### config.mk
export PLATFORM = sky130hd
export DESIGN_NAME = osd_debouncer
export DESIGN_NICKNAME = d
export VERILOG_FILES = /design/src/inc/osd_pkg.sv /design/src/inc/osd_chan_if.sv /design/src/hw/osd_debouncer.sv /design/src/hw/osd_chan.sv
export VERILOG_INCLUDE_DIRS = /design/src /design/src/inc
export SDC_FILE = /design/constraint.sdc
export NUM_CORES = 1
export LEC_CHECK = 0
export ABC_CLOCK_PERIOD_IN_PS = 3600
export BUFFER_PORTS_ARGS = -buffer_cell sky130_fd_sc_hd__buf_2
export CAP_MARGIN = 5
export CORE_ASPECT_RATIO = 1.4
export CORE_UTILIZATION = 45
export CTS_BUF_LIST = sky130_fd_sc_hd__clkbuf_2
export DETAILED_ROUTE_END_ITERATION = 10
export PLACE_DENSITY = 0.63
export SETUP_SLACK_MARGIN = 0.5
export SLEW_MARGIN = 20
export SYNTH_ARGS = -nofsm -noshare
export SYNTH_HDL_FRONTEND = slang
export SYNTH_SLANG_ARGS = --single-unit
### constraint.sdc
create_clock -name clock -period 3.6 [get_ports clock]
set_clock_uncertainty 0.1 [all_clocks]
set_input_delay 0.72 -clock clock [delete_from_list [all_inputs] [get_ports clock]]
set_output_delay 0.72 -clock clock [all_outputs]
set_load 0.02 [all_outputs]
### src/inc/osd_params.svh
// constants for the octal switch debouncer: timing counts and reset values
// assumes a single 125 MHz clock; included by bare name
`ifndef OSD_PARAMS_SVH
`define OSD_PARAMS_SVH
`define OSD_CLK_HZ       125000000
`define OSD_DEBOUNCE_MS  40
`define OSD_TICK_HZ      1000
`define OSD_TICK_DIV     (`OSD_CLK_HZ / `OSD_TICK_HZ)
`define OSD_QUAL_TICKS   ((`OSD_DEBOUNCE_MS * `OSD_TICK_HZ) / 1000)
`define OSD_CHANGE_RST   1'b1
`define OSD_OUT_RST      8'h00
`endif

### src/inc/osd_pkg.sv
// types shared by the debouncer modules
package osd_pkg;
    typedef struct packed {
        logic [1:0] sync;
        logic [15:0] cnt;
        logic        out;
    } osd_chan_t;
endpackage : osd_pkg

### src/inc/osd_chan_if.sv
// per-channel carrier between top and channel modules
`timescale 1ns/1ps
interface osd_chan_if;
    logic tick;
    logic transparent;
    logic raw;
    logic out;
    logic load;
    modport top  (output tick, output transparent, output raw, input out, input load);
    modport chan (input tick, input transparent, input raw, output out, output load);
endinterface : osd_chan_if

### src/hw/osd_debouncer.sv
// top of the octal switch debouncer: eight channels, three-state bus, change flag
// assumes switch inputs are asynchronous pins; supply_low comes from an analog monitor
`timescale 1ns/1ps
`include "osd_params.svh"
module osd_debouncer #(
    parameter int CHANNELS   = 8,
    parameter int TICK_DIV   = `OSD_TICK_DIV,
    parameter int QUAL_TICKS = `OSD_QUAL_TICKS
) (
    input  wire logic                clock,
    input  wire logic                rst_b,
    input  wire logic [CHANNELS-1:0] switch_inputs,
    input  wire logic                output_enable_n,
    input  wire logic                supply_low,
    output logic      [CHANNELS-1:0] debounced_outputs,
    output logic      [CHANNELS-1:0] debounced_outputs_oe,
    output logic                     change_flag_n
);
    initial begin
        if (CHANNELS != 8) $error("only eight channels supported");
        if (TICK_DIV < 2 || TICK_DIV > 1048575) $error("TICK_DIV out of range");
    end

    // tick divider: slower schedule keeps the counters narrow
    logic [19:0] div_r;
    logic        tick_r;
    logic [1:0]  en_sync_r;
    logic [1:0]  low_sync_r;
    logic [CHANNELS-1:0] loads;
    logic [CHANNELS-1:0] outs;

    always_ff @(posedge clock or negedge rst_b) begin
        if (!rst_b) begin
            div_r <= 20'h00000;
            tick_r <= 1'b0;
            en_sync_r <= 2'b11;
            low_sync_r <= 2'b11;
        end else begin
            en_sync_r <= {en_sync_r[0], output_enable_n};
            low_sync_r <= {low_sync_r[0], supply_low};
            tick_r <= (div_r == 20'(TICK_DIV - 1));
            div_r <= (div_r == 20'(TICK_DIV - 1)) ? 20'h00000 : div_r + 20'h00001;
        end
    end

    genvar g;
    generate
        for (g = 0; g < CHANNELS; g++) begin : g_ch
            osd_chan_if cif ();
            assign cif.tick = tick_r;
            assign cif.transparent = low_sync_r[1];
            assign cif.raw = switch_inputs[g];
            assign outs[g] = cif.out;
            assign loads[g] = cif.load;
            osd_chan #(.QUAL_TICKS(QUAL_TICKS)) u_ch (
                .clock (clock),
                .rst_b (rst_b),
                .bus   (cif.chan)
            );
        end
    endgenerate

    // flag and bus drivers, registered one cycle after the channel flops
    always_ff @(posedge clock or negedge rst_b) begin
        if (!rst_b) begin
            change_flag_n <= `OSD_CHANGE_RST;
            debounced_outputs <= `OSD_OUT_RST;
            debounced_outputs_oe <= '0;
        end else begin
            debounced_outputs <= outs;
            debounced_outputs_oe <= {CHANNELS{!en_sync_r[1]}};
            if (!en_sync_r[1])
                change_flag_n <= 1'b1;
            else if (|loads)
                change_flag_n <= 1'b0;
        end
    end

    a_flag_on_load: assert property (@(posedge clock) disable iff (!rst_b)
        (|loads && en_sync_r[1]) |=> !change_flag_n)
        else $error("flag missed an update");
    a_flag_high_en: assert property (@(posedge clock) disable iff (!rst_b)
        !en_sync_r[1] |=> change_flag_n)
        else $error("flag low while enabled");
    a_oe_follows_en: assert property (@(posedge clock) disable iff (!rst_b)
        en_sync_r[1] |=> debounced_outputs_oe == '0)
        else $error("outputs driven while disabled");
    a_out_tracks: assert property (@(posedge clock) disable iff (!rst_b)
        ##1 debounced_outputs == $past(outs))
        else $error("bus data not channel state");
    a_tick_period: assert property (@(posedge clock) disable iff (!rst_b)
        tick_r |=> !tick_r)
        else $error("tick too long");
    c_flag_low: cover property (@(posedge clock) disable iff (!rst_b) !change_flag_n);
    c_any_load: cover property (@(posedge clock) disable iff (!rst_b) |loads);
    c_enable_clear: cover property (@(posedge clock) disable iff (!rst_b)
        !change_flag_n ##1 !en_sync_r[1]);
    c_transp_load: cover property (@(posedge clock) disable iff (!rst_b)
        low_sync_r[1] && |loads);
    c_oe_on: cover property (@(posedge clock) disable iff (!rst_b)
        debounced_outputs_oe == '1);

    // tick spacing watch: the first tick after reset has no reference, so it is skipped
    logic [19:0] gap_r;
    logic        seen_tick_r;

    always_ff @(posedge clock or negedge rst_b) begin
        if (!rst_b) begin
            gap_r <= 20'h00000;
            seen_tick_r <= 1'b0;
        end else begin
            gap_r <= tick_r ? 20'h00001 : gap_r + 20'h00001;
            if (tick_r)
                seen_tick_r <= 1'b1;
        end
    end

    a_tick_spacing: assert property (@(posedge clock) disable iff (!rst_b)
        (tick_r && seen_tick_r) |-> gap_r == 20'(TICK_DIV))
        else $error("tick spacing wrong");

    a_div_bound: assert property (@(posedge clock) disable iff (!rst_b)
        div_r < 20'(TICK_DIV))
        else $error("divider out of range");

    // outside transparency a channel may only flip on a tick
    a_change_on_tick: assert property (@(posedge clock) disable iff (!rst_b)
        (outs != $past(outs)) |-> ($past(tick_r) || $past(low_sync_r[1])))
        else $error("channel flipped off tick");

    a_load_marks_change: assert property (@(posedge clock) disable iff (!rst_b)
        loads == (outs ^ $past(outs)))
        else $error("load pulse not matching change");

    a_flag_fall_cause: assert property (@(posedge clock) disable iff (!rst_b)
        $fell(change_flag_n) |-> $past(|loads && en_sync_r[1]))
        else $error("flag fell without update");

    a_flag_rise_cause: assert property (@(posedge clock) disable iff (!rst_b)
        $rose(change_flag_n) |-> !$past(en_sync_r[1]))
        else $error("flag cleared without enable");

    // flag stays low until the host enables the bus
    a_flag_keeps_low: assert property (@(posedge clock) disable iff (!rst_b)
        (!change_flag_n && en_sync_r[1]) |=> !change_flag_n)
        else $error("flag dropped on its own");

    a_oe_on_enable: assert property (@(posedge clock) disable iff (!rst_b)
        !en_sync_r[1] |=> debounced_outputs_oe == '1)
        else $error("outputs not driven while enabled");

    a_oe_uniform: assert property (@(posedge clock) disable iff (!rst_b)
        (debounced_outputs_oe == '0) || (debounced_outputs_oe == '1))
        else $error("output enables disagree");
endmodule : osd_debouncer

### src/hw/osd_chan.sv
// one debounce channel: synchroniser, stability counter, output flop
// assumes tick is a one-cycle enable from the shared divider
`timescale 1ns/1ps
`include "osd_params.svh"
module osd_chan #(
    parameter int QUAL_TICKS = `OSD_QUAL_TICKS
) (
    input  wire logic   clock,
    input  wire logic   rst_b,
    osd_chan_if.chan    bus
);
    initial begin
        if (QUAL_TICKS < 1 || QUAL_TICKS > 65535) $error("QUAL_TICKS out of range");
    end

    osd_pkg::osd_chan_t st_r, st_nxt;
    logic               load_nxt;
    logic               load_r;

    always_comb begin
        st_nxt = st_r;
        load_nxt = 1'b0;
        st_nxt.sync = {st_r.sync[0], bus.raw};
        if (bus.transparent) begin
            st_nxt.cnt = 16'h0000;
            load_nxt = (st_r.sync[1] != st_r.out);
            st_nxt.out = st_r.sync[1];
        end else if (st_r.sync[1] != st_r.out) begin
            if (!bus.tick) begin
            end else if (st_r.cnt == 16'(QUAL_TICKS - 1)) begin
                st_nxt.cnt = 16'h0000;
                st_nxt.out = st_r.sync[1];
                load_nxt = 1'b1;
            end else begin
                st_nxt.cnt = st_r.cnt + 16'h0001;
            end
        end else begin
            st_nxt.cnt = 16'h0000;
        end
    end

    always_ff @(posedge clock or negedge rst_b) begin
        if (!rst_b) begin
            st_r <= '0;
            load_r <= 1'b0;
        end else begin
            st_r <= st_nxt;
            load_r <= load_nxt;
        end
    end

    assign bus.out = st_r.out;
    assign bus.load = load_r;

    a_out_holds_stable: assert property (@(posedge clock) disable iff (!rst_b)
        (!bus.transparent && st_r.out != st_nxt.out) |-> bus.tick)
        else $error("output changed without tick");
    a_cnt_cleared_eq: assert property (@(posedge clock) disable iff (!rst_b)
        (!bus.transparent && st_r.sync[1] == st_r.out) |=> st_r.cnt == 16'h0000)
        else $error("counter not cleared");
endmodule : osd_chan

---- After elaboration in Yosys (flattened, before gate mapping) ----
Index checks and enable logic that the tools add are counted.
W data, S select, Z words.
word-level totals
  bits in registers ....................... 195
  input bits .............................. 12
  word-level logic and storage cells ...... 184
operators by class
  add/sub/neg operators ................... 9
  eq/ne operators ......................... 26
  muxes and demuxes ....................... 83
  reductions and logical operators ........ 27
operators with widths
  cell                     count
  $mux W17                 16
  $mux W16                 16
  $add A16 B1 Y16 const B  8
  $eq A16 B6 Y1 const B    8
  $mux W1                  50
  $reduce_bool A2 Y1       17
  $ne A3 B3 Y1 const B     8
  $reduce_and A3 Y1        8
  $add A20 B1 Y20 const B  1
  $eq A20 B17 Y1 const B   1
  $mux W20                 1
  $ne A1 B1 Y1             8
  $reduce_or A8 Y1         1
  $ne A2 B1 Y1 const B     1
  $logic_not A1 Y1         1

---- Logic depth before layout (Yosys ltp) ----
Gate-level depths: netlist (run 1).
  depth after elaboration ................. 5
  mapped depth ............................ 8
  gate-level depth less buffers ........... 6

---- Hierarchy ----
A second synthesis (run 1) with hierarchy kept.
unflattened totals
  cell total of the unflattened synthesis .. 931
  area, all modules ....................... 9744.3 um^2
modules (own cells, without submodules)
  module         times used  cells each  area each (um^2)  sequential area each (um^2)
  osd_chan       8           102         1038.5            500.5
  osd_debouncer  1           115         1436.4            882.1

---- Worst setup path before layout (run 1) ----
OpenSTA, ideal clock, no wires.
  kind .................................... register -> register
  start ................................... reg g_ch[7].u_ch.st_r[7] (netlist name)
  end ..................................... reg g_ch[7].u_ch.st_r[13] (netlist name)
  setup time .............................. 0.121 ns
  arrival time ............................ 1.895 ns
  required time ........................... 3.379 ns
  setup slack ............................. 1.484 ns
  stages on the path, launching flop included .. 6
  clock period less this slack ............ 2.116 ns
  cells stage by stage .................... dfrtp_1 -> or4b_4 -> nor4_4 -> nor2_4 -> a21o_1 -> a22o_1
between the ends
  cells in the longest elaborated chain, start to end .. 5
  elaborated cells on any way between the ends .. 6
RTL lines
  what                                              line                            source
  from (decl)                                       osd_chan.sv:16                  osd_pkg::osd_chan_t st_r, st_nxt;
  from (signal assigned)                            osd_chan.sv:47                  st_r <= st_nxt;
  $add A16 B1 Y16 or $eq A16 B6 Y1 (tied branches)  osd_chan.sv:35, osd_chan.sv:30
  $mux W16 (*)                                      osd_chan.sv:30                  end else if (st_r.cnt == 16'(QUAL_TICKS - 1)) begin
  $mux W17 (*)                                      osd_chan.sv:29                  if (!bus.tick) begin
  $mux W16 (*)                                      osd_chan.sv:28                  end else if (st_r.sync[1] != st_r.out) begin
  $mux W17 (*)                                      osd_chan.sv:24                  if (bus.transparent) begin
Mark *: on every way between the ends. The rest lies on a longest branch, timed or not. The select of a mux whose other input is x is not followed.
A chain may end at the register's enable or synchronous reset.

---- Worst setup path in the final report (run 1) ----
  start ................................... reg tick_r, in the netlist g_ch[0].cif.tick
  end ..................................... reg g_ch[7].u_ch.st_r[16] (netlist name)
between the ends
  cells in the longest elaborated chain, start to end .. 1
RTL lines
  what                    line                 source
  from (decl)             osd_debouncer.sv:26  logic tick_r;
  from (signal assigned)  osd_debouncer.sv:41  tick_r <= (div_r == 20'(TICK_DIV - 1));
  $ne A3 B3 Y1 (no line)  --
No other way between the ends.

==> impl_metrics.env, run 1 <==
export IMPL_status="finished clean"
export IMPL_grt_ovfl_total=0
export IMPL_worstSetupStartpointType="register"
export IMPL_reg2regPathDepth=5
export IMPL_crit_slowest_cell="dfrtp_1"
export IMPL_worst_pin_slew_ns=0.834
export IMPL_endpoint_kind="register"
export IMPL_period_needed_ns=2.60
export IMPL_cts_sinks=195
export IMPL_drtIter0Drc=462
export IMPL_row_count=61
export IMPL_clkTransAtPathRegs_ns=0.30
export IMPL_grt_pass1_vias=6639
export IMPL_crit_chain="or2_2 > nor2_1 > nor3_2 > a41oi_1 > a31oi_1"
export IMPL_wl_per_cell_um=14.9
export IMPL_drc=0
export IMPL_post_cts_setup_buffers=0
export IMPL_insertion_delay_ns=0.76
export IMPL_crit_start="g_ch[0].cif.tick"
export IMPL_viasPerCell=5.47
export IMPL_layout_common_cells="dfrtp_1 (190), nor2_1 (147), nand2_1 (95)"
export IMPL_worstHoldPathCells=0
export IMPL_synth_distinct_cells=54
export IMPL_ant_nets=0
export IMPL_hold_path_class="reg2reg"
export IMPL_io_buffer_count=28
export IMPL_rr_endpoint="g_ch[7].u_ch.st_r[16]"
export IMPL_crit_type="reg2reg"
export IMPL_setup_violations=0
export IMPL_crit_required_ns=4.20
export IMPL_htreeDepth=4
export IMPL_synth_seq_cells=195
export IMPL_synth_ff_type="dfrtp_1"
export IMPL_maxCapViolCount=0
export IMPL_max_freq_mhz=385
export IMPL_mostFrequentLayoutCell="dfrtp_1"
export IMPL_min_to="low_sync_r[1]"
export IMPL_synth_edf_count=0
export IMPL_antenna_found_initial=1
export IMPL_clock_path_buffers=2
export IMPL_slew_viol_final=0
export IMPL_grt_pass1_wl_mm=31.7
export IMPL_slew_headroom_pct=44.4
export IMPL_start_util_pct=46.2
export IMPL_dieHeight_um=171
export IMPL_r2r_slack_ns=1.0
export IMPL_wl_mm=18.2
export IMPL_dpl_hpwl_mm=12.6
export IMPL_synth_cells=917
export IMPL_avgSynthCellArea_um2=10.0
export IMPL_cts_tree="built"
export IMPL_cts_resized=0
export IMPL_crit_arrival_ns=3.20
export IMPL_synth_nets=938
export IMPL_rsz0062_at_grt="no"
export IMPL_track_usage_pct=19.1
export IMPL_rr_startpoint="g_ch[0].cif.tick"
export IMPL_yosys_warnings=0
export IMPL_ios=29
export IMPL_min_from="low_sync_r[0]"
export IMPL_final_setup_tns_ns=0
export IMPL_drive_gt1_share_pct=9.91
export IMPL_layout_nets=977
export IMPL_max_vdd_ir_drop_mv=0.154
export IMPL_fin_util_pct=50.0
export IMPL_area_growth_pct=8.27
export IMPL_hold_viol=0
export IMPL_ys_async_sr_fraction_pct=100
export IMPL_critPathMaxStageDelay_ns=0.96
export IMPL_cts_root_buf="clkbuf_2"
export IMPL_numCtsBuffers=17
export IMPL_place_congestion=0.840
export IMPL_grt_start_max_net_pins=71
export IMPL_die_area_um2=21000
export IMPL_die_width_um=123
export IMPL_coreArea_um2=19900
export IMPL_vias=6680
export IMPL_first_pass_iters=4
export IMPL_leakage_nw=4.12
export IMPL_synth_area_um2=9200
export IMPL_seq_area_frac_synth_pct=53.1
export IMPL_fin_crit_sh_pct=72.2
export IMPL_power_density_nw_per_um2=369
export IMPL_crit_fanout=20
flip-flops by register name (all words and copies together) (netlist names):
name / flops
en_sync_r: 2
debounced_outputs: 8
g_ch.u_ch.bus.load: 8
change_flag_n: 1
g_ch.cif.tick: 1
debounced_outputs_oe: 1
low_sync_r: 2
g_ch.u_ch.bus.out: 8
g_ch.u_ch.st_r: 136
div_r: 20
g_ch.u_ch.st_nxt: 8
where the power goes:
part | leakage [nW] | total, W | switching (W) | internal (W)
logic | 1.36 | 0.000255 | 0.000183 | 0.0000728
registers | 2.61 | 0.00228 | 0.0000369 | 0.00224
clock network | 0.153 | 0.00114 | 0.000789 | 0.000348
total | 4.12 | 0.00367 | 0.00101 | 0.00266
cells in the mapped netlist (8+ instances only):
master	number	area (um2)
a31oi_1	13	81.3
inv_1	13	48.8
or4_1	13	97.6
nor2b_1	9	56.3
o21ai_0	14	70.1
ha_1	9	113
a21oi_1	28	140
buf_4	9	67.6
nor4_1	13	81.3
clkbuf_1	12	45.0
xnor2_1	56	490
nor3_1	26	130
or3_1	8	50.1
and3_1	10	62.6
dfrtp_1	190	4750
nor2_1	148	556
nand4_1	38	238
mux2_2	9	101
nand3_1	50	250
nand2_1	95	357
xor2_1	64	561
and4_1	12	105
final cells by class:
cell class                 count  area (um2)
antenna                        1        2.50
inverter                      13        48.8
fill                        1860        9960
timing repair buffer          47         332
clock inverter                14         164
clock buffer                  18        90.1
tap                          252         315
multi-input combinational    682        4120
sequential                   195        4890
critical path: cells and delay by family, from the launching register on:
kind            cells  cell delay [ns]
compound gates      2             0.37
simple gates        3             1.10
flops               1             0.96
per-stage QoR:
step / power (W) / worst slack, ns / std cells / hold slack (ns) / instance area, um2
finish: 0.00367 / 1.00 / 1222 / 0.247 / 9960
global route: 0.00385 / 0.778 / 1222 / 0.264 / 9960
CTS: 0.00374 / 0.962 / 1221 / 0.270 / 9950
detailed placement: 0.00257 / 1.04 / 1178 / 0.235 / 9590
global placement: 0.00257 / 1.08 / 1178 / 0.233 / 9590
floorplan: 0.00245 / 1.48 / 917 / 0.231 / 9200
kinds of logic (layout without fill, tap and decap cells):
logic type	after synthesis	count (layout)	synth area share, %
XOR/XNOR	120	120	11.4
adder cells (fa/ha/maj)	9	9	1.22
AND/OR/NAND/NOR	458	458	25.0
buffers and inverters	40	92	2.11
AO/OA/AOI/OAI	84	84	5.77
flip-flops	195	195	53.1
multiplexers	11	11	1.32
other	0	1	0
what timing repair did:
item	CTS	global route
endpoints found under the hold margin	75	0
setup endpoints to repair	0	0
hold buffers	11	0
worst max-delay path by stage:
stage                                  endpoint  cells after the start  slack [ns]
after CTS                 g_ch[3].u_ch.st_r[10]                      6        0.96
after global routing      g_ch[7].u_ch.st_r[16]                      5        0.78
after floorplan           g_ch[7].u_ch.st_r[13]                      5        1.48
after global placement    g_ch[7].u_ch.st_r[16]                      5        1.08
after detailed placement  g_ch[7].u_ch.st_r[16]                      5        1.04
final                     g_ch[7].u_ch.st_r[16]                      5         1.0
per-layer routing:
layer	up-vias	share of wire, %	global-route usage (%)
met1	3277	46	24.5
li1	3277	-	-
met5	-	0	0
met3	18	2.7	3.43
met2	108	50	31.7
met4	0	1.5	7.16
Power figures use the tool's default switching activity.
==> run 2, diff against run 1 <==
--- a/config.mk
+++ b/config.mk
@@ -6,7 +6,8 @@
 export SDC_FILE = /design/constraint.sdc
 export NUM_CORES = 1
 export LEC_CHECK = 0
-export ABC_CLOCK_PERIOD_IN_PS = 3600
+export ABC_AREA = 1
+export ABC_CLOCK_PERIOD_IN_PS = 2700
 export BUFFER_PORTS_ARGS = -buffer_cell sky130_fd_sc_hd__buf_2
 export CAP_MARGIN = 5
 export CORE_ASPECT_RATIO = 1.4
==> constraint.sdc (replaced) <==
create_clock -name clock -period 2.7 [get_ports clock]
set_clock_uncertainty 0.1 [all_clocks]
set_input_delay 0.54 -clock clock [delete_from_list [all_inputs] [get_ports clock]]
set_output_delay 0.54 -clock clock [all_outputs]
set_load 0.02 [all_outputs]
==> impl_metrics.env, run 2 <==
export IMPL_crit_family="flip-flops"
export IMPL_grt_pass1_vias=8558
export IMPL_synth_common_cells="nand2_1 (348), nor2_1 (303), dfrtp_1 (190), inv_1 (159), nand3_1 (110)"
export IMPL_setup_violations=0
export IMPL_grt_start_max_net_pins=70
export IMPL_yosysMostFrequentCell="nand2_1"
export IMPL_largest_reg_flops=136
export IMPL_endpoint_kind="output port"
export IMPL_row_count=65
export IMPL_cts_sinks=195
export IMPL_critPathMaxStageDelay_ns=0.61
export IMPL_synth_area_um2=10500
export IMPL_ys_async_sr_fraction_pct=100
export IMPL_start_util_pct=46.2
export IMPL_cts_root_buf="clkbuf_2"
export IMPL_wl_per_cell_um=12.6
export IMPL_die_width_um=131
export IMPL_leakage_nw=5.33
export IMPL_numCtsBuffers=17
export IMPL_maxCapViolCount=0
export IMPL_rr_startpoint="g_ch[0].cif.tick"
export IMPL_crit_slowest_cell="dfstp_2"
export IMPL_synth_edf_count=0
export IMPL_synth_nets=1404
export IMPL_antenna_found_initial=1
export IMPL_place_congestion=0.895
export IMPL_synth_ff_type="dfrtp_1"
export IMPL_track_usage_pct=20.4
export IMPL_coreArea_um2=22700
export IMPL_seq_area_frac_synth_pct=46.7
export IMPL_fin_util_pct=50.1
export IMPL_totalPowerFinal_w=0.00495
export IMPL_max_freq_mhz=460
export IMPL_finalInstanceArea_um2=11400
export IMPL_cts_tree="built"
export IMPL_n_fill_cell=2228
export IMPL_crit_start="change_flag_n"
export IMPL_min_to="g_ch[0].u_ch.st_nxt[18]"
export IMPL_reg_largest_list="g_ch.u_ch.st_r: 136 flops, div_r: 20 flops"
export IMPL_avgSynthCellArea_um2=7.57
export IMPL_yosys_warnings=0
export IMPL_clkTransAtPathRegs_ns=0.30
export IMPL_area_growth_pct=8.52
export IMPL_rr_endpoint="g_ch[1].u_ch.st_r[10]"
export IMPL_hold_path_class="in2reg"
export IMPL_period_needed_ns=2.17
export IMPL_first_pass_iters=6
export IMPL_slew_headroom_pct=50.5
export IMPL_crit_type="reg2out"
export IMPL_final_setup_tns_ns=0
export IMPL_slew_viol_final=0
export IMPL_layout_common_cells="nand2_1 (347), nor2_1 (302), dfrtp_1 (189)"
export IMPL_insertion_delay_ns=0.81
export IMPL_worstHoldPathCells=2
export IMPL_ios=29
export IMPL_crit_arrival_ns=1.53
export IMPL_dpl_hpwl_mm=15.8
export IMPL_vias=8613
export IMPL_viasPerCell=4.93
export IMPL_synth_seq_cells=195
export IMPL_clock_path_buffers=2
export IMPL_yosysTopAreaCellShare_pct=45.4
export IMPL_postPlaceCellArea_um2=10800
export IMPL_min_from="switch_inputs[0]"
export IMPL_crit_fanout=2
export IMPL_rsz0062_at_grt="yes"
export IMPL_worstSetupStartpointType="register"
export IMPL_hold_ws_ns=0.247
export IMPL_drc=0
export IMPL_yosys_area_top_type="dfrtp_1"
export IMPL_hold_viol=0
export IMPL_io_buffer_count=28
export IMPL_drtIter0Drc=415
export IMPL_drive_gt1_share_pct=7.76
export IMPL_worst_pin_slew_ns=0.743
export IMPL_max_vdd_ir_drop_mv=0.211
export IMPL_r2r_slack_ns=0.69
export IMPL_power_density_nw_per_um2=436
export IMPL_synth_area_top_cells="dfrtp_1 (45%), nand2_1 (12%), nor2_1 (11%)"
export IMPL_crit_required_ns=2.06
export IMPL_crit_chain="buf_6"
export IMPL_synth_cells=1383
export IMPL_fin_crit_sh_pct=80.5
export IMPL_top_register="g_ch.u_ch.st_r"
export IMPL_worst_path_buf_inv=1
export IMPL_htreeDepth=4
export IMPL_die_area_um2=23900
export IMPL_synth_distinct_cells=38
export IMPL_reg2regPathDepth=7
export IMPL_grt_pass1_wl_mm=38.7
export IMPL_mostFrequentLayoutCell="nand2_1"
export IMPL_dieHeight_um=183
export IMPL_status="finished clean"
export IMPL_wl_mm=22.1
export IMPL_grt_ovfl_total=0
export IMPL_ant_nets=0
export IMPL_layout_nets=1452
==> run 2: cell types whose count changed in the layout (fill, tap and decap cells not counted), moves of 10 or more <==
cell,before,now
a21oi_1,28,14
a31oi_1,13,0
and4_1,12,0
buf_2,27,16
buf_6,0,11
inv_1,13,158
nand2_1,95,347
nand3_1,50,108
nor2_1,147,302
nor4_1,13,3
o21ai_0,14,42
or4_1,13,0
xnor2_1,56,9
==> run 2: power breakdown <==
group | internal [W] | switching, W | total [W]
registers | 0.00300 | 0.0000531 | 0.00305
logic | 0.000135 | 0.000326 | 0.000461
clock network | 0.000299 | 0.00114 | 0.00144
total | 0.00343 | 0.00152 | 0.00495
==> run 2: metrics by stage <==
step	worst slack, ns	instances
finish	0.527	1746
global route	0.400	1746
CTS	0.424	1737
detailed placement	0.379	1691
global placement	0.413	1691
floorplan	1.15	1383
==> run 2: routing by layer <==
layer,up-vias,part of all wire (%),global-route usage (%)
met5,-,0,0
met4,0,2.5,7.63
met3,49,3.1,3.78
met2,148,50,35.5
met1,4003,45,24.7
li1,4413,-,-
==> run 2: worst max path at each step <==
stage	end	slack, ns	depth (start not counted)
5_1_grt	debounced_outputs_oe[5]	0.40	1
2_1_floorplan	div_r[14]	1.15	8
4_1_cts	g_ch[7].u_ch.st_r[10]	0.42	5
3_3_place_gp	g_ch[2].u_ch.st_r[8]	0.41	5
3_5_place_dp	g_ch[2].u_ch.st_r[5]	0.38	5
6_report	change_flag_n	0.53	1
==> run 2: area by class of cell <==
type                            count  area (um2)  area share, %
Timing Repair Buffer               54         473           4.16
Sequential cell                   195        4890           43.0
Antenna cell                        1        2.50         0.0220
Clock inverter                     15         144           1.27
Inverter                          162         613           5.39
Multi-Input combinational cell   1001        4780           42.1
Clock buffer                       17        85.1          0.749
Tap cell                          301         377           3.31
==> run 2: cell families (layout without fill, tap and decap cells) <==
group / after synthesis / count (layout) / synth area share [%]
fa+ha+maj: 9 / 9 / 1.08
compound gates: 68 / 68 / 3.50
buf+inv: 187 / 248 / 7.81
other cells: 0 / 1 / 0
flops: 195 / 195 / 46.7
xor+xnor: 71 / 71 / 5.94
simple gates: 853 / 853 / 35.0
==> run 2: timing repair <==
item / 4_1_cts / 5_1_grt
setup buffers: 1 / 8
hold buffers: 13 / 0
hold endpoints to repair: 201 / 0
gates cloned: 0 / 0
pin swaps: 0 / 1
endpoints found under the setup margin: 49 / 129
resized for setup: 20 / 10
==> run 3, diff against run 2 <==
--- a/config.mk
+++ b/config.mk
@@ -7,14 +7,14 @@
 export NUM_CORES = 1
 export LEC_CHECK = 0
 export ABC_AREA = 1
-export ABC_CLOCK_PERIOD_IN_PS = 2700
+export ABC_CLOCK_PERIOD_IN_PS = 1800
 export BUFFER_PORTS_ARGS = -buffer_cell sky130_fd_sc_hd__buf_2
 export CAP_MARGIN = 5
 export CORE_ASPECT_RATIO = 1.4
 export CORE_UTILIZATION = 45
 export CTS_BUF_LIST = sky130_fd_sc_hd__clkbuf_2
 export DETAILED_ROUTE_END_ITERATION = 10
-export PLACE_DENSITY = 0.63
+export PLACE_DENSITY = 0.65
 export SETUP_SLACK_MARGIN = 0.5
 export SLEW_MARGIN = 20
 export SYNTH_ARGS = -nofsm -noshare
==> constraint.sdc (replaced) <==
create_clock -name clock -period 1.8 [get_ports clock]
set_clock_uncertainty 0.1 [all_clocks]
set_input_delay 0.36 -clock clock [delete_from_list [all_inputs] [get_ports clock]]
set_output_delay 0.36 -clock clock [all_outputs]
set_load 0.02 [all_outputs]
==> impl_metrics.env, run 3 (synthesized netlist as in run 2, its figures left out) <==
export IMPL_dp_cells=1713
export IMPL_rr_endpoint="g_ch[4].u_ch.st_r[16]"
export IMPL_numCtsBuffers=17
export IMPL_htreeDepth=4
export IMPL_crit_slowest_cell="dfstp_2"
export IMPL_vias=9887
export IMPL_io_buffer_count=28
export IMPL_multi_input_area_um2=6860
export IMPL_min_from="switch_inputs[7]"
export IMPL_rsz0062_at_grt="yes"
export IMPL_drtIter0Drc=556
export IMPL_crit_arrival_ns=1.56
export IMPL_dpl_hpwl_mm=16.5
export IMPL_top_register="g_ch.u_ch.st_r"
export IMPL_worstHoldPathCells=2
export IMPL_grt_start_max_net_pins=56
export IMPL_r2r_slack_ns=0.01
export IMPL_max_vdd_ir_drop_mv=0.403
export IMPL_crit_type="reg2out"
export IMPL_crit_end="change_flag_n"
export IMPL_cts_tree="built"
export IMPL_wl_per_cell_um=15.4
export IMPL_clkTransAtPathRegs_ns=0.28
export IMPL_fin_crit_sh_pct=112
export IMPL_worst_pin_slew_ns=0.573
export IMPL_finalNonFillerCells=1917
export IMPL_setup_violations=17
export IMPL_drive_gt1_share_pct=39.9
export IMPL_grt_pass1_wl_mm=45.6
export IMPL_reg_largest_list="g_ch.u_ch.st_r: 136 flops, div_r: 20 flops"
export IMPL_crit_fanout=2
export IMPL_drc=0
export IMPL_dp_slack_ns=0.0820
export IMPL_area_growth_pct=46.8
export IMPL_final_setup_worst_slack_ns=-0.217
export IMPL_layout_common_cells="nand2_1 (234), nor2_1 (215), dfrtp_1 (170)"
export IMPL_place_congestion=0.888
export IMPL_ff_latch_area_um2=4910
export IMPL_grt_ovfl_total=0
export IMPL_grt_pass1_vias=9813
export IMPL_period_needed_ns=2.02
export IMPL_cts_root_buf="clkbuf_2"
export IMPL_reg2regPathDepth=10
export IMPL_insertion_delay_ns=0.87
export IMPL_n_fill_cell=1648
export IMPL_max_freq_mhz=496
export IMPL_hold_path_class="in2reg"
export IMPL_crit_family="flip-flops"
export IMPL_antenna_found_initial=1
export IMPL_ios=29
export IMPL_first_pass_iters=7
export IMPL_slew_headroom_pct=61.8
export IMPL_mostFrequentLayoutCell="nand2_1"
export IMPL_layout_nets=1623
export IMPL_slew_viol_final=0
export IMPL_row_count=65
export IMPL_maxCapViolCount=0
export IMPL_die_width_um=131
export IMPL_track_usage_pct=24.1
export IMPL_worstSetupStartpointType="register"
export IMPL_crit_chain="buf_6"
export IMPL_die_area_um2=23900
export IMPL_clock_path_buffers=2
export IMPL_critPathMaxStageDelay_ns=0.61
export IMPL_status="finished, violations left"
export IMPL_start_util_pct=46.2
export IMPL_crit_required_ns=1.34
export IMPL_coreArea_um2=22700
export IMPL_power_density_nw_per_um2=547
export IMPL_ant_nets=0
export IMPL_cp_depth=1
export IMPL_cts_sinks=195
export IMPL_leakage_nw=6.78
export IMPL_wl_mm=29.5
export IMPL_endpoint_kind="output port"
export IMPL_crit_start="change_flag_n"
export IMPL_worst_path_buf_inv=1
export IMPL_dieHeight_um=183
export IMPL_rr_startpoint="low_sync_r[1]"
export IMPL_largest_reg_flops=136
export IMPL_viasPerCell=5.16
export IMPL_hold_viol=0
export IMPL_violations="negative setup slack"
[run 3: cell count changes in the layout (fill, tap and decap cells not counted), sizes merged]
cell          delta
buf            +155
clkinvlp         +4
nand3            +2
dlymetal6s4s     -1
nand2            +5
clkinv           -1
dlygate4sd3      +9
inv              -2
[run 3: stage by stage]
step	hold slack [ns]	setup TNS [ns]	instance area [um2]	total power (W)	util [%]
2_1_floorplan	-0.0356	0	10700	0.00510	-
3_3_place_gp	0.231	0	11200	0.00537	49.5
3_5_place_dp	0.230	0	11200	0.00538	49.5
4_1_cts	0.00521	-2.96	14000	0.00822	61.6
5_1_grt	-0.0227	-4.75	15400	0.00879	67.7
6_report	0.0501	-2.74	15400	0.00841	67.7
[run 3: worst min-delay path by stage]
stage	end	slack (ns)
finish	g_ch[7].u_ch.st_nxt[18]	0.05
global route	g_ch[7].u_ch.st_nxt[18]	-0.02
CTS	g_ch[6].u_ch.st_nxt[18]	0.005
detailed placement	g_ch[1].u_ch.st_r[3]	0.23
global placement	g_ch[1].u_ch.st_r[3]	0.23
floorplan	debounced_outputs[0]	-0.04
[run 3: area by class of cell]
type                            count  area share [%]
Antenna cell                        1          0.0163
Sequential cell                   195            31.9
Tap cell                          301            2.45
Timing Repair inverter              2           0.122
Clock buffer                       18           0.586
Multi-Input combinational cell   1008            44.6
Clock inverter                     14           0.904
Timing Repair Buffer              216            14.7
Inverter                          162            4.66
[run 3: what timing repair did]
item | 4_1_cts | 5_1_grt
setup buffers | 100 | 39
setup endpoints to repair | 178 | 202
resized for setup | 410 | 257
cloned | 11 | 0
hold endpoints to repair | 205 | 5
pin swaps | 152 | 150
hold buffers | 16 | 5
[run 3: power by group]
group          switching, W  total, W  leakage [nW]  internal [W]
Combinational      0.000933   0.00165          4.05      0.000720
Clock               0.00172   0.00217         0.135      0.000455
Sequential        0.0000861   0.00459          2.59       0.00450
[run 3: per-layer routing]
layer,GRT usage (%),vias to the layer above,wire [um]
met5,0,-,0
met4,9.47,0,955
met3,3.81,78,912
met2,44.3,217,16200
met1,27.3,4819,11400
li1,-,4773,-
